File: src/core/tlem_params.svh
// Register indices, field masks, reset values and sizes of the two-level event manager.
`ifndef TLEM_PARAMS_SVH
`define TLEM_PARAMS_SVH

// Register indices; the APB byte address is four times the index.
`define TLEM_IDX_PEND 16'h4600
`define TLEM_IDX_MISS 16'h4602
`define TLEM_IDX_SWTRIG 16'h4610
`define TLEM_IDX_GATE 16'h4618
`define TLEM_IDX_MASK 16'h461A
`define TLEM_IDX_SUBP0 16'h4620
`define TLEM_IDX_SUBM0 16'h4628

// Top-level bit positions.
`define TLEM_BIT_WDOG 15
`define TLEM_BIT_FAULT 14
`define TLEM_BIT_TIMER 13
`define TLEM_BIT_PINS 12
`define TLEM_BIT_CONV 11
`define TLEM_BIT_RX 10
`define TLEM_BIT_TX 9
`define TLEM_BIT_RTMR 8
`define TLEM_BIT_SEC 7
`define TLEM_BIT_SER2 6
`define TLEM_BIT_SER1 5
`define TLEM_BIT_SLEEP 4
`define TLEM_BIT_BB 3
`define TLEM_BIT_DBG 2
`define TLEM_BIT_SW 1
`define TLEM_BIT_GATE 0

// Field masks of the top-level word.
`define TLEM_TOP_BITS 16'hFFFE
`define TLEM_APP_BITS 16'h3860
`define TLEM_DIRECT_BITS 16'hCF9E

// Reset values.
`define TLEM_RST_WORD 16'h0000
`define TLEM_RST_SUB 8'h00

// Sizes.
`define TLEM_SUB_MODS 4
`define TLEM_SUB_W 8
`define TLEM_ADDR_W 18

`endif

File: src/core/tlem_pkg.sv
// Types shared by the two-level event manager.
package tlem_pkg;
  typedef logic [15:0] tlem_word_t;
  typedef logic [7:0] tlem_sub_t;
  typedef logic [17:0] tlem_addr_t;
endpackage

File: src/core/tlem_top.sv
// Two-level event manager with an APB register slave and one interrupt request to the core.
//
// What this block does
// (RL1) Top pending and mask registers hold one bit per major event-raising module.
// (RL2) Modules with sub-functions get second-level pending and mask registers, bit each.
// (RL3) A top pending bit reaches the request only when its top mask bit is set.
// (RL4) A second-level event feeds its top bit only when its sub mask bit is set.
// (RL5) Writing one to the lowest-level pending bit clears it; zeros leave bits alone.
// (RL6) Modules without a second level, like the converter, pend in the top bit.
// (RL7) A module's top bit is the OR of its enabled second-level pending bits.
// (RL8) An event in the same cycle as its write-one clear leaves the bit set.
// (RL9) No counting; an enabled event recurring while still pending sets its miss bit.
// (RL10) Writing one to a miss bit clears it; zeros leave bits unchanged.
// (RL11) Events pending while globally disabled raise the request once enable returns.
// (RL12) Application mode writes to system top pending, mask and miss bits are ignored.
// (RL13) Application mode has full access to second-level pending and mask registers.
// (RL14) Any write to the software trigger register sets the software pending bit.
// (RL15) One global enable bit at position zero gates all requests; others read zero.
// (RL16) Top layout: watchdog 15 down to software 1; bit zero reads zero.
// (RL17) Source events are one-cycle pulses setting pending bits in that same cycle.
// (RL18) All pending sources merge into a single interrupt request line to the core.
// (RL19) Request is global enable AND the OR of pending AND mask over top bits.
//
// Chosen here: the APB interface to the registers.
`include "tlem_params.svh"

module tlem_top (
  // Clock and reset.
  input wire logic clock,
  input wire logic nrst,
  // APB slave.
  input wire logic psel,
  input wire logic penable,
  input wire logic pwrite,
  input wire tlem_pkg::tlem_addr_t paddr,
  input wire logic [31:0] pwdata,
  output logic [31:0] prdata,
  output logic pready,
  output logic pslverr,
  // Processor mode, high while application code runs.
  input wire logic app_mode,
  // One-cycle event pulses for modules that pend in the top word.
  input wire tlem_pkg::tlem_word_t direct_event,
  // One-cycle event pulses for modules with a second level.
  input wire tlem_pkg::tlem_sub_t timer_sub_event,
  input wire tlem_pkg::tlem_sub_t pins_sub_event,
  input wire tlem_pkg::tlem_sub_t serial_one_sub_event,
  input wire tlem_pkg::tlem_sub_t serial_two_sub_event,
  // Interrupt request to the core.
  output logic cpu_irq
);
  import tlem_pkg::*;

  // Address match against a register index.
  function automatic logic at_idx(input tlem_addr_t a, input logic [15:0] idx);
    at_idx = (a[17:2] == idx) && (a[1:0] == 2'b00);
  endfunction

  // Top-level bit that each second-level module drives.
  function automatic int sub_bit(input int g);
    case (g)
      0: sub_bit = `TLEM_BIT_TIMER;
      1: sub_bit = `TLEM_BIT_PINS;
      2: sub_bit = `TLEM_BIT_SER1;
      default: sub_bit = `TLEM_BIT_SER2;
    endcase
  endfunction

  // Registers and internal signals.
  tlem_word_t direct_pend_r;
  tlem_word_t top_mask_r;
  tlem_word_t miss_r;
  logic gate_r;
  logic [31:0] prdata_r;
  tlem_sub_t sub_evt [`TLEM_SUB_MODS];
  tlem_sub_t sub_pend_r [`TLEM_SUB_MODS];
  tlem_sub_t sub_mask_r [`TLEM_SUB_MODS];
  logic [`TLEM_SUB_MODS-1:0] sub_any;
  logic [`TLEM_SUB_MODS-1:0] sub_miss;
  logic [`TLEM_SUB_MODS-1:0] sub_p_hit;
  logic [`TLEM_SUB_MODS-1:0] sub_m_hit;
  tlem_word_t sub_vec;
  tlem_word_t sub_miss_vec;
  tlem_word_t top_pend;
  tlem_word_t wr_allow;
  tlem_word_t wdata16;
  logic wr_en;
  logic setup;
  logic access;
  logic mapped;

  // Bus phases; the slave never inserts wait states.
  assign setup = psel & ~penable;
  assign access = psel & penable;
  assign wr_en = access & pwrite;
  assign wdata16 = pwdata[15:0];
  assign pready = 1'b1;

  // System bits are write-protected while the core runs application code.
  assign wr_allow = app_mode ? `TLEM_APP_BITS : `TLEM_TOP_BITS; // [RL12]

  // Gather the second-level event ports into one array for the generate loop.
  assign sub_evt[0] = timer_sub_event;
  assign sub_evt[1] = pins_sub_event;
  assign sub_evt[2] = serial_one_sub_event;
  assign sub_evt[3] = serial_two_sub_event;

  // One second-level pending and mask pair per module with sub-functions.
  for (genvar g = 0; g < `TLEM_SUB_MODS; g++) begin : g_sub
    assign sub_p_hit[g] = at_idx(paddr, 16'(`TLEM_IDX_SUBP0 + g));
    assign sub_m_hit[g] = at_idx(paddr, 16'(`TLEM_IDX_SUBM0 + g));

    // Events set, write-one clears; the set term is ORed last so it wins.
    always_ff @(posedge clock or negedge nrst) begin // [RL2]
      if (!nrst) begin
        sub_pend_r[g] <= `TLEM_RST_SUB;
      end else begin
        sub_pend_r[g] <= (sub_pend_r[g] & ~((wr_en & sub_p_hit[g]) ? pwdata[7:0] : 8'h00)) // [RL5] [RL13]
                         | sub_evt[g]; // [RL8] [RL17]
      end
    end

    // Mask is fully writable in both modes.
    always_ff @(posedge clock or negedge nrst) begin
      if (!nrst) begin
        sub_mask_r[g] <= `TLEM_RST_SUB;
      end else if (wr_en & sub_m_hit[g]) begin
        sub_mask_r[g] <= pwdata[7:0]; // [RL13]
      end
    end

    // Only enabled sub bits feed the module's top bit.
    assign sub_any[g] = |(sub_pend_r[g] & sub_mask_r[g]); // [RL4] [RL7]
    // An enabled sub event landing on an already pending bit is a miss.
    assign sub_miss[g] = |(sub_evt[g] & sub_pend_r[g] & sub_mask_r[g]); // [RL9]
  end

  // Place second-level summaries and misses at their top-level positions.
  always_comb begin
    sub_vec = `TLEM_RST_WORD;
    sub_miss_vec = `TLEM_RST_WORD;
    for (int g = 0; g < `TLEM_SUB_MODS; g++) begin
      sub_vec[sub_bit(g)] = sub_any[g]; // [RL7]
      sub_miss_vec[sub_bit(g)] = sub_miss[g];
    end
  end

  // Top pending word: direct bits from flops, second-level bits derived live.
  assign top_pend = (direct_pend_r & `TLEM_DIRECT_BITS) | sub_vec; // [RL1] [RL6] [RL16]

  // Direct pending bits; the software trigger always works, even for applications.
  always_ff @(posedge clock or negedge nrst) begin
    if (!nrst) begin
      direct_pend_r <= `TLEM_RST_WORD;
    end else begin
      direct_pend_r <= ((direct_pend_r
                         & ~((wr_en & at_idx(paddr, `TLEM_IDX_PEND)) ? (wdata16 & wr_allow) : `TLEM_RST_WORD)) // [RL5]
                        | (direct_event & `TLEM_DIRECT_BITS) // [RL6] [RL8] [RL17]
                        | ((wr_en & at_idx(paddr, `TLEM_IDX_SWTRIG)) ? 16'h0002 : `TLEM_RST_WORD)) // [RL14]
                       & `TLEM_DIRECT_BITS;
    end
  end

  // Miss bits record lost repeats; a new miss beats a same-cycle clear.
  always_ff @(posedge clock or negedge nrst) begin
    if (!nrst) begin
      miss_r <= `TLEM_RST_WORD;
    end else begin
      miss_r <= ((miss_r & ~((wr_en & at_idx(paddr, `TLEM_IDX_MISS)) ? (wdata16 & wr_allow) : `TLEM_RST_WORD)) // [RL10]
                 | (direct_event & direct_pend_r & top_mask_r & `TLEM_DIRECT_BITS) // [RL9]
                 | sub_miss_vec) & `TLEM_TOP_BITS;
    end
  end

  // Top mask; protected bits keep their value on application writes.
  always_ff @(posedge clock or negedge nrst) begin
    if (!nrst) begin
      top_mask_r <= `TLEM_RST_WORD;
    end else if (wr_en & at_idx(paddr, `TLEM_IDX_MASK)) begin
      top_mask_r <= (top_mask_r & ~wr_allow) | (wdata16 & wr_allow); // [RL12] [RL16]
    end
  end

  // Global enable; either mode may use it to fence short critical sections.
  always_ff @(posedge clock or negedge nrst) begin
    if (!nrst) begin
      gate_r <= 1'b0;
    end else if (wr_en & at_idx(paddr, `TLEM_IDX_GATE)) begin
      gate_r <= pwdata[`TLEM_BIT_GATE]; // [RL15]
    end
  end

  // Single request line; pending bits survive a disabled gate and fire on re-enable.
  assign cpu_irq = gate_r & |(top_pend & top_mask_r); // [RL3] [RL11] [RL18] [RL19]

  // Decode of mapped indices, used by the error response only.
  always_comb begin
    mapped = at_idx(paddr, `TLEM_IDX_PEND) | at_idx(paddr, `TLEM_IDX_MISS)
             | at_idx(paddr, `TLEM_IDX_SWTRIG) | at_idx(paddr, `TLEM_IDX_GATE)
             | at_idx(paddr, `TLEM_IDX_MASK) | (|sub_p_hit) | (|sub_m_hit);
  end

  // Unmapped accesses answer with an error and change nothing.
  assign pslverr = access & ~mapped;

  // Read data is captured in the setup cycle so prdata comes from a flop.
  // The trade-off is that an event arriving in the setup cycle shows on the next read.
  always_ff @(posedge clock or negedge nrst) begin
    if (!nrst) begin
      prdata_r <= 32'h0000_0000;
    end else if (setup & ~pwrite) begin
      prdata_r <= 32'h0000_0000;
      if (at_idx(paddr, `TLEM_IDX_PEND)) begin
        prdata_r <= {16'h0000, top_pend};
      end
      if (at_idx(paddr, `TLEM_IDX_MISS)) begin
        prdata_r <= {16'h0000, miss_r};
      end
      if (at_idx(paddr, `TLEM_IDX_GATE)) begin
        prdata_r <= {31'h0000_0000, gate_r}; // [RL15]
      end
      if (at_idx(paddr, `TLEM_IDX_MASK)) begin
        prdata_r <= {16'h0000, top_mask_r & `TLEM_TOP_BITS}; // [RL16]
      end
      for (int g = 0; g < `TLEM_SUB_MODS; g++) begin
        if (sub_p_hit[g]) begin
          prdata_r <= {24'h00_0000, sub_pend_r[g]};
        end
        if (sub_m_hit[g]) begin
          prdata_r <= {24'h00_0000, sub_mask_r[g]};
        end
      end
    end
  end

  assign prdata = prdata_r;

endmodule

File: config.mk
export PLATFORM = sky130hd
export DESIGN_NAME = tlem_top
export DESIGN_NICKNAME = d
export VERILOG_FILES = /design/src/core/tlem_pkg.sv /design/src/core/tlem_top.sv
export VERILOG_INCLUDE_DIRS = /design/src /design/src/core
export SDC_FILE = /design/constraint.sdc
export NUM_CORES = 1
export LEC_CHECK = 0
export ABC_AREA = 1
export BUFFER_PORTS_ARGS = -buffer_cell sky130_fd_sc_hd__buf_2
export CELL_PAD_IN_SITES_DETAIL_PLACEMENT = 1
export CELL_PAD_IN_SITES_GLOBAL_PLACEMENT = 1
export CORE_ASPECT_RATIO = 1.1
export CORE_UTILIZATION = 37
export CTS_BUF_LIST = sky130_fd_sc_hd__clkbuf_2 sky130_fd_sc_hd__clkbuf_4 sky130_fd_sc_hd__clkbuf_8
export DETAILED_ROUTE_END_ITERATION = 10
export GPL_TIMING_DRIVEN = 0
export PLACE_DENSITY = 0.76
export RECOVER_POWER = 100
export SYNTH_ARGS = -nofsm -noshare
export SYNTH_HDL_FRONTEND = slang
export SYNTH_SLANG_ARGS = --single-unit
File: constraint.sdc
create_clock -name clock -period 1.7 [get_ports clock]
set_input_delay 0.34 -clock clock [delete_from_list [all_inputs] [get_ports clock]]
set_output_delay 0.34 -clock clock [all_outputs]
set_load 0.02 [all_outputs]
; ---- Word-level counts from Yosys, hierarchy flattened
; Cells that the tools add are included.
[totals]
ff_bits = 139
latch_bits = 0
ramBits = 0
romBits = 0
input_bits = 104
out_inout_bits = 35
n_memories = 0
[op_classes]
add_sub_neg = 0
mul = 0
div_mod_pow = 0
n_lt_le_gt_ge = 0
n_eq_ne = 13
shifts = 0
muxes = 20
bitwise = 68
reduce_logical = 25
[op_table]
columns = cell, count
row1 = 16-bit two-way mux, 15
row2 = "16-bit by 15-bit == test with 1-bit output, second input constant", 13
row3 = 8-bit bitwise AND, 16
row4 = 16-bit bitwise AND, 7
row5 = 8-bit OR reduction, 8
row6 = 16-bit inverter, 3
row7 = 16-bit bitwise OR, 3
row8 = 8-bit two-way mux, 4
row9 = 8-bit inverter, 4
row10 = 16-bit by 14-bit bitwise OR with 16-bit output, 2
row11 = 8-bit bitwise OR, 4
row12 = 1-bit bitwise AND, 19
row13 = 16-bit by 2-bit bitwise OR with 16-bit output, 1
row14 = 16-bit OR reduction, 1
row15 = 1-bit logical AND, 13
row16 = 4-bit OR reduction, 2
row17 = 1-bit bitwise OR, 6
row18 = 1-bit inverter, 3
row19 = 2-bit zero test, 1
row20 = 2-bit two-way mux, 1

; ---- Depth between registers and ports, before layout
[logic_depth]
ltp_word = 15
ltp_mapped = 17
ltp_nobuf = 17

; ---- Least setup slack after synthesis
; No wires, ideal clock.
[synth_path]
kind = in2out
start = in paddr[12]
end = out pslverr
t_arrival_ps = 1859
required_ps = 1360
path_slack_ps = -499
stages = 9
path_buffers = 2
cell_sequence = nand2_1 -> inv_1 -> nand2_1 -> nor2_8 -> buf_6 -> buf_4 -> nand4_1 -> nand2_1 -> nor4b_1
[synth_via]
elab_chain_cells = 10
word_cells_on_any_way = 36
classes_between = 13 x eq/ne / 8 x bitwise / 15 x reduce/logical
[synth_lines]
columns = item, line_no
row1 = start: declaration, tlem_top.sv:35  ; input wire tlem_pkg::tlem_addr_t paddr,
row2 = 16-bit by 15-bit == test with 1-bit output, tlem_top.sv:56  ; at_idx = (a[17:2] == idx) && (a[1:0] == 2'b00);
row3 = 1-bit logical AND, tlem_top.sv:56
row4 = 1-bit bitwise OR (5 in a row), tlem_top.sv:198  ; mapped = at_idx(paddr, `TLEM_IDX_PEND) | at_idx(paddr, `TLEM_IDX_MISS)
row5 = 1-bit bitwise OR (*), tlem_top.sv:198
row6 = 1-bit inverter (*), tlem_top.sv:204  ; assign pslverr = access & ~mapped;
row7 = 1-bit bitwise AND (*), tlem_top.sv:204
row8 = end: declaration, tlem_top.sv:39  ; output logic pslverr,
; Mark *: on every way between the ends. The rest lies on a longest branch, timed or not.

; ---- Final worst setup path
[layout_path]
start = reg sub_mask_r[4] (netlist bit)
end = out cpu_irq
[layout_via]
elab_chain_cells = 6
[layout_lines]
columns = item, line_no
row1 = start: declaration, tlem_top.sv:77  ; tlem_sub_t sub_mask_r [`TLEM_SUB_MODS];
row2 = start signal: indexed assignment, tlem_top.sv:126  ; sub_mask_r[g] <= `TLEM_RST_SUB;
row3 = start signal: indexed assignment, tlem_top.sv:128  ; sub_mask_r[g] <= pwdata[7:0];
row4 = 8-bit bitwise AND, tlem_top.sv:133  ; assign sub_any[g] = |(sub_pend_r[g] & sub_mask_r[g]);
row5 = 8-bit OR reduction, tlem_top.sv:133
row6 = 16-bit by 14-bit bitwise OR with 16-bit output, tlem_top.sv:149  ; assign top_pend = (direct_pend_r & `TLEM_DIRECT_BITS) | sub_vec;
row7 = 16-bit bitwise AND, tlem_top.sv:194  ; assign cpu_irq = gate_r & |(top_pend & top_mask_r);
row8 = 16-bit OR reduction, tlem_top.sv:194
row9 = 1-bit bitwise AND, tlem_top.sv:194
row10 = end: declaration, tlem_top.sv:50  ; output logic cpu_irq
; No other way between the ends.

==> results.py <==
metrics = {
    "outcome": {
        "run_status": "finished, violations left",
        "violations": "setup timing",
    },
    "yosys": {
        "synth_top_cell_by_area": "dfrtp_1",
        "yosysSeqAreaShare_pct": 44.8,
        "yosysWarnings": 0,
        "avgSynthCellArea_um2": 7.41,
        "async_reset_ff_share_pct": 100,
        "synth.area.top_cells": "dfrtp_1 45%, nand2_1 17%, o21ai_0 7.3%",
        "ys_seq_elements": 122,
        "synth_cell_types": 38,
        "synth-main-ff-cell": "dfrtp_1",
        "synth_edf_count": 0,
        "synthDominantCellAreaShare_pct": 44.8,
        "syn_inst": 920,
        "syn_area_um2": 6810,
    },
    "routing": {
        "vias_per_cell": 5.12,
        "wl_per_cell_um": 17.7,
        "ant_nets": 0,
        "vias": 6911,
        "drt_first_iter_violations": 379,
        "wirelength_mm": 23.8,
        "drtPass1Iterations": 4,
        "drc": 0,
    },
    "sta": {
        "clock_skew_ns": 0.0126,
        "layout_setup_ws_ns": -0.570,
        "rsz0062_at_grt": "true",
        "finalCritPeriodShare_pct": 134,
        "slew_viol_final": 0,
        "setup_viol_count_final": 44,
        "hold_slack_ns": 0.0767,
        "hold_viol_final": 0,
        "fin_setup_tns_ns": -4.19,
        "finalCriticalPeriod_ns": 2.27,
        "worstMarginPinSlew_ns": 0.886,
        "max_freq_mhz": 441,
        "slew_headroom_pct": 40.4,
    },
    "critical_path": {
        "reg2reg_to": "prdata[6]",
        "crit_chain": "nand2_1 -> nand2_1 -> nor2_1 -> nand2_2 -> a2111oi_4 -> a21boi_2 -> buf_6",
        "end_kind": "primary output",
        "worstPathMaxFanout": 2,
        "crit_family": "compound AO/OA/AOI/OAI gates",
        "critPathArrivalTime_ns": 1.93,
        "cp.required_ns": 1.36,
        "max_stage_delay_ns": 0.41,
        "crit_type": "reg2out",
        "r2r.worst_path.cells": 12,
        "r2r-start": "sub_mask_r[4]",
        "worst_setup_path_start_kind": "flip-flop",
        "crit_top_cell": "nand2_1",
        "path_buf_inv": 1,
        "crit_slowest_cell": "dfrtp_1",
        "r2r_slack_ns": -0.06,
    },
    "global_routing": {
        "grt_pass1_vias": 7017,
        "grt_pass1_wl_mm": 37.2,
        "busiest_layer": "met2",
        "grt_start_max_net_pins": 64,
        "grt_use_total_pct": 25.8,
        "use_met1_pct": 31.9,
        "met2_usage_pct": 45.0,
        "grt.overflow.total": 0,
        "antenna_found_initial": 0,
        "use_met3_pct": 3.96,
    },
    "worst_hold_path": {
        "min_delay_path_depth": 3,
        "min_from": "direct_event[3]",
        "min_to": "direct_pend_r[3]",
        "holdCritPathClass": "in2reg",
    },
    "job": {
        "max-cap-violations": 0,
    },
    "floorplanning": {
        "die_height_um": 144,
        "core.rowCount": 51,
        "initial_core_util_pct": 38.1,
        "io_pins": 139,
        "dieArea_um2": 19000,
        "die_w_um": 131,
        "core-area_um2": 17900,
    },
    "layout": {
        "layout_common_cells": "259 x nand2_1, 122 x dfrtp_1, 101 x inv_1, 93 x o21ai_0, 77 x buf_2",
        "drive_gt1_share_pct": 28.1,
        "fill_cells": 2313,
        "diodes": 0,
        "fin_util_pct": 49.0,
        "area_delta_synth_final_pct": 28.6,
        "final_common_cell": "nand2_1",
        "nNetsFinal": 1203,
    },
    "clock_tree": {
        "insertion_delay_ns": 0.47,
        "clk_pin_slew_ns": 0.08,
        "cts_max_path_buffers": 2,
        "cts_num_sinks": 122,
        "cts_tree": "done",
        "htree_levels": 4,
        "cts-root-buf": "clkbuf_8",
        "cts_buffers": 17,
    },
    "power_and_ir_drop": {
        "p_leak_nw": 4.39,
        "pwr-share-comb_pct": 8.4,
        "clkPwrFrac_pct": 43.0,
        "p_sw_share_pct": 26.9,
        "power_mw": 6.02,
        "p_switching_mw": 1.62,
        "irDropWorstVdd_mv": 0.432,
        "p_int_mw": 4.40,
        "power_density_nw_per_um2": 687,
        "pwr-share-seq_pct": 48.5,
    },
    "placement": {
        "dp_hpwl_mm": 17.4,
        "post-place-ws_ns": -0.762,
        "place_congestion": 0.857,
        "port_buffers": 100,
    },
}
==> sequential cells by signal, indices dropped and copies added, names as in the netlist, named ones only <==
register       count
direct_pend_r     11
gate_r             1
miss_r            15
prdata            16
sub_mask_r        32
sub_pend_r        32
top_mask_r         5
==> through the flow <==
stage	cell area, um^2	cells
finish	8760	1350
global route	8760	1350
CTS	8590	1335
detailed placement	7790	1274
global placement	7750	1273
floorplan	6960	935
==> power by group through the flow <==
| stage | Clock, mW | Combinational, mW | Sequential, mW |
|---|---|---|---|
| 5_1_grt | 2.75 | 0.559 | 2.92 |
| 4_1_cts | 2.62 | 0.510 | 2.92 |
| 2_1_floorplan | 0 | 0.221 | 2.98 |
| 6_report | 2.59 | 0.508 | 2.92 |
| 3_5_place_dp | 0 | 0.480 | 2.98 |
| 3_3_place_gp | 0 | 0.466 | 2.98 |
==> worst reg2reg max path: stages (launching register included) <==
cell and delay, ns:
dfrtp_1 0.41, nand2_1 0.11, nand2_1 0.06, nor2_1 0.11
nand2_2 0.12, nand4_1 0.09, nand3_1 0.10, nor2_1 0.12
nand4_1 0.13, nor2_2 0.12, nand4_1 0.12, nand2_1 0.09
nand2_1 0.06
==> synthesized netlist by cell type (4+ instances only) <==
library cell,instances
buf_2,7
nor4_1,8
inv_2,4
nor3_1,4
mux2_2,5
nor2_1,61
nand2_2,6
nor2_2,13
o21ai_1,15
buf_6,5
dfrtp_1,122
nand4_1,40
nor2_4,7
o22ai_1,16
nand3_1,23
a21oi_1,24
clkbuf_1,8
inv_1,108
buf_4,21
o21ai_0,99
nand2_1,300
==> routing by layer <==
metal / vias to the layer above / wire, um
li1: 3306 / -
met2: 175 / 11900
met1: 3389 / 10400
met3: 41 / 872
met5: - / 0
met4: 0 / 677
==> final cells by class <==
class,count,area (um^2),share of cell area [%]
Buffer,43,307,3.50
Clock inverter,13,129,1.47
Sequential cell,122,3050,34.9
Tap cell,238,298,3.40
Timing Repair Buffer,145,885,10.1
Inverter,114,452,5.16
Clock buffer,19,249,2.84
Multi-Input combinational cell,656,3390,38.7
==> cells by family after synthesis <==
family / count (synthesis) / share of synthesized area (%)
buf+inv: 157 / 10.5
flops: 122 / 44.8
simple gates: 475 / 31.6
compound gates: 159 / 12.2
mux: 5 / 0.826
other cells: 2 / 0.110
==> how the worst max path moves through the flow <==
stage	to	slack, ns	startpoint	depth (start not counted)
after floorplan	pslverr	-0.02	paddr[16]	10
after global placement	async pin	-1.42	nrst	1
after detailed placement	prdata[4]	-0.76	paddr[1]	18
after CTS	cpu_irq	-0.53	sub_mask_r[17]	8
after global routing	cpu_irq	-0.62	sub_mask_r[4]	7
final	cpu_irq	-0.57	sub_mask_r[4]	7
==> repair_timing <==
item / in CTS / in global routing
cloned: 0 / 1
setup buffers: 28 / 16
setup endpoints to repair: 31 / 61
hold buffers: 1 / 0
endpoints found under the hold margin: 59 / 0
gates resized for setup: 58 / 63
pin swaps: 21 / 30
No activity file was read; power rests on OpenSTA's default activity.
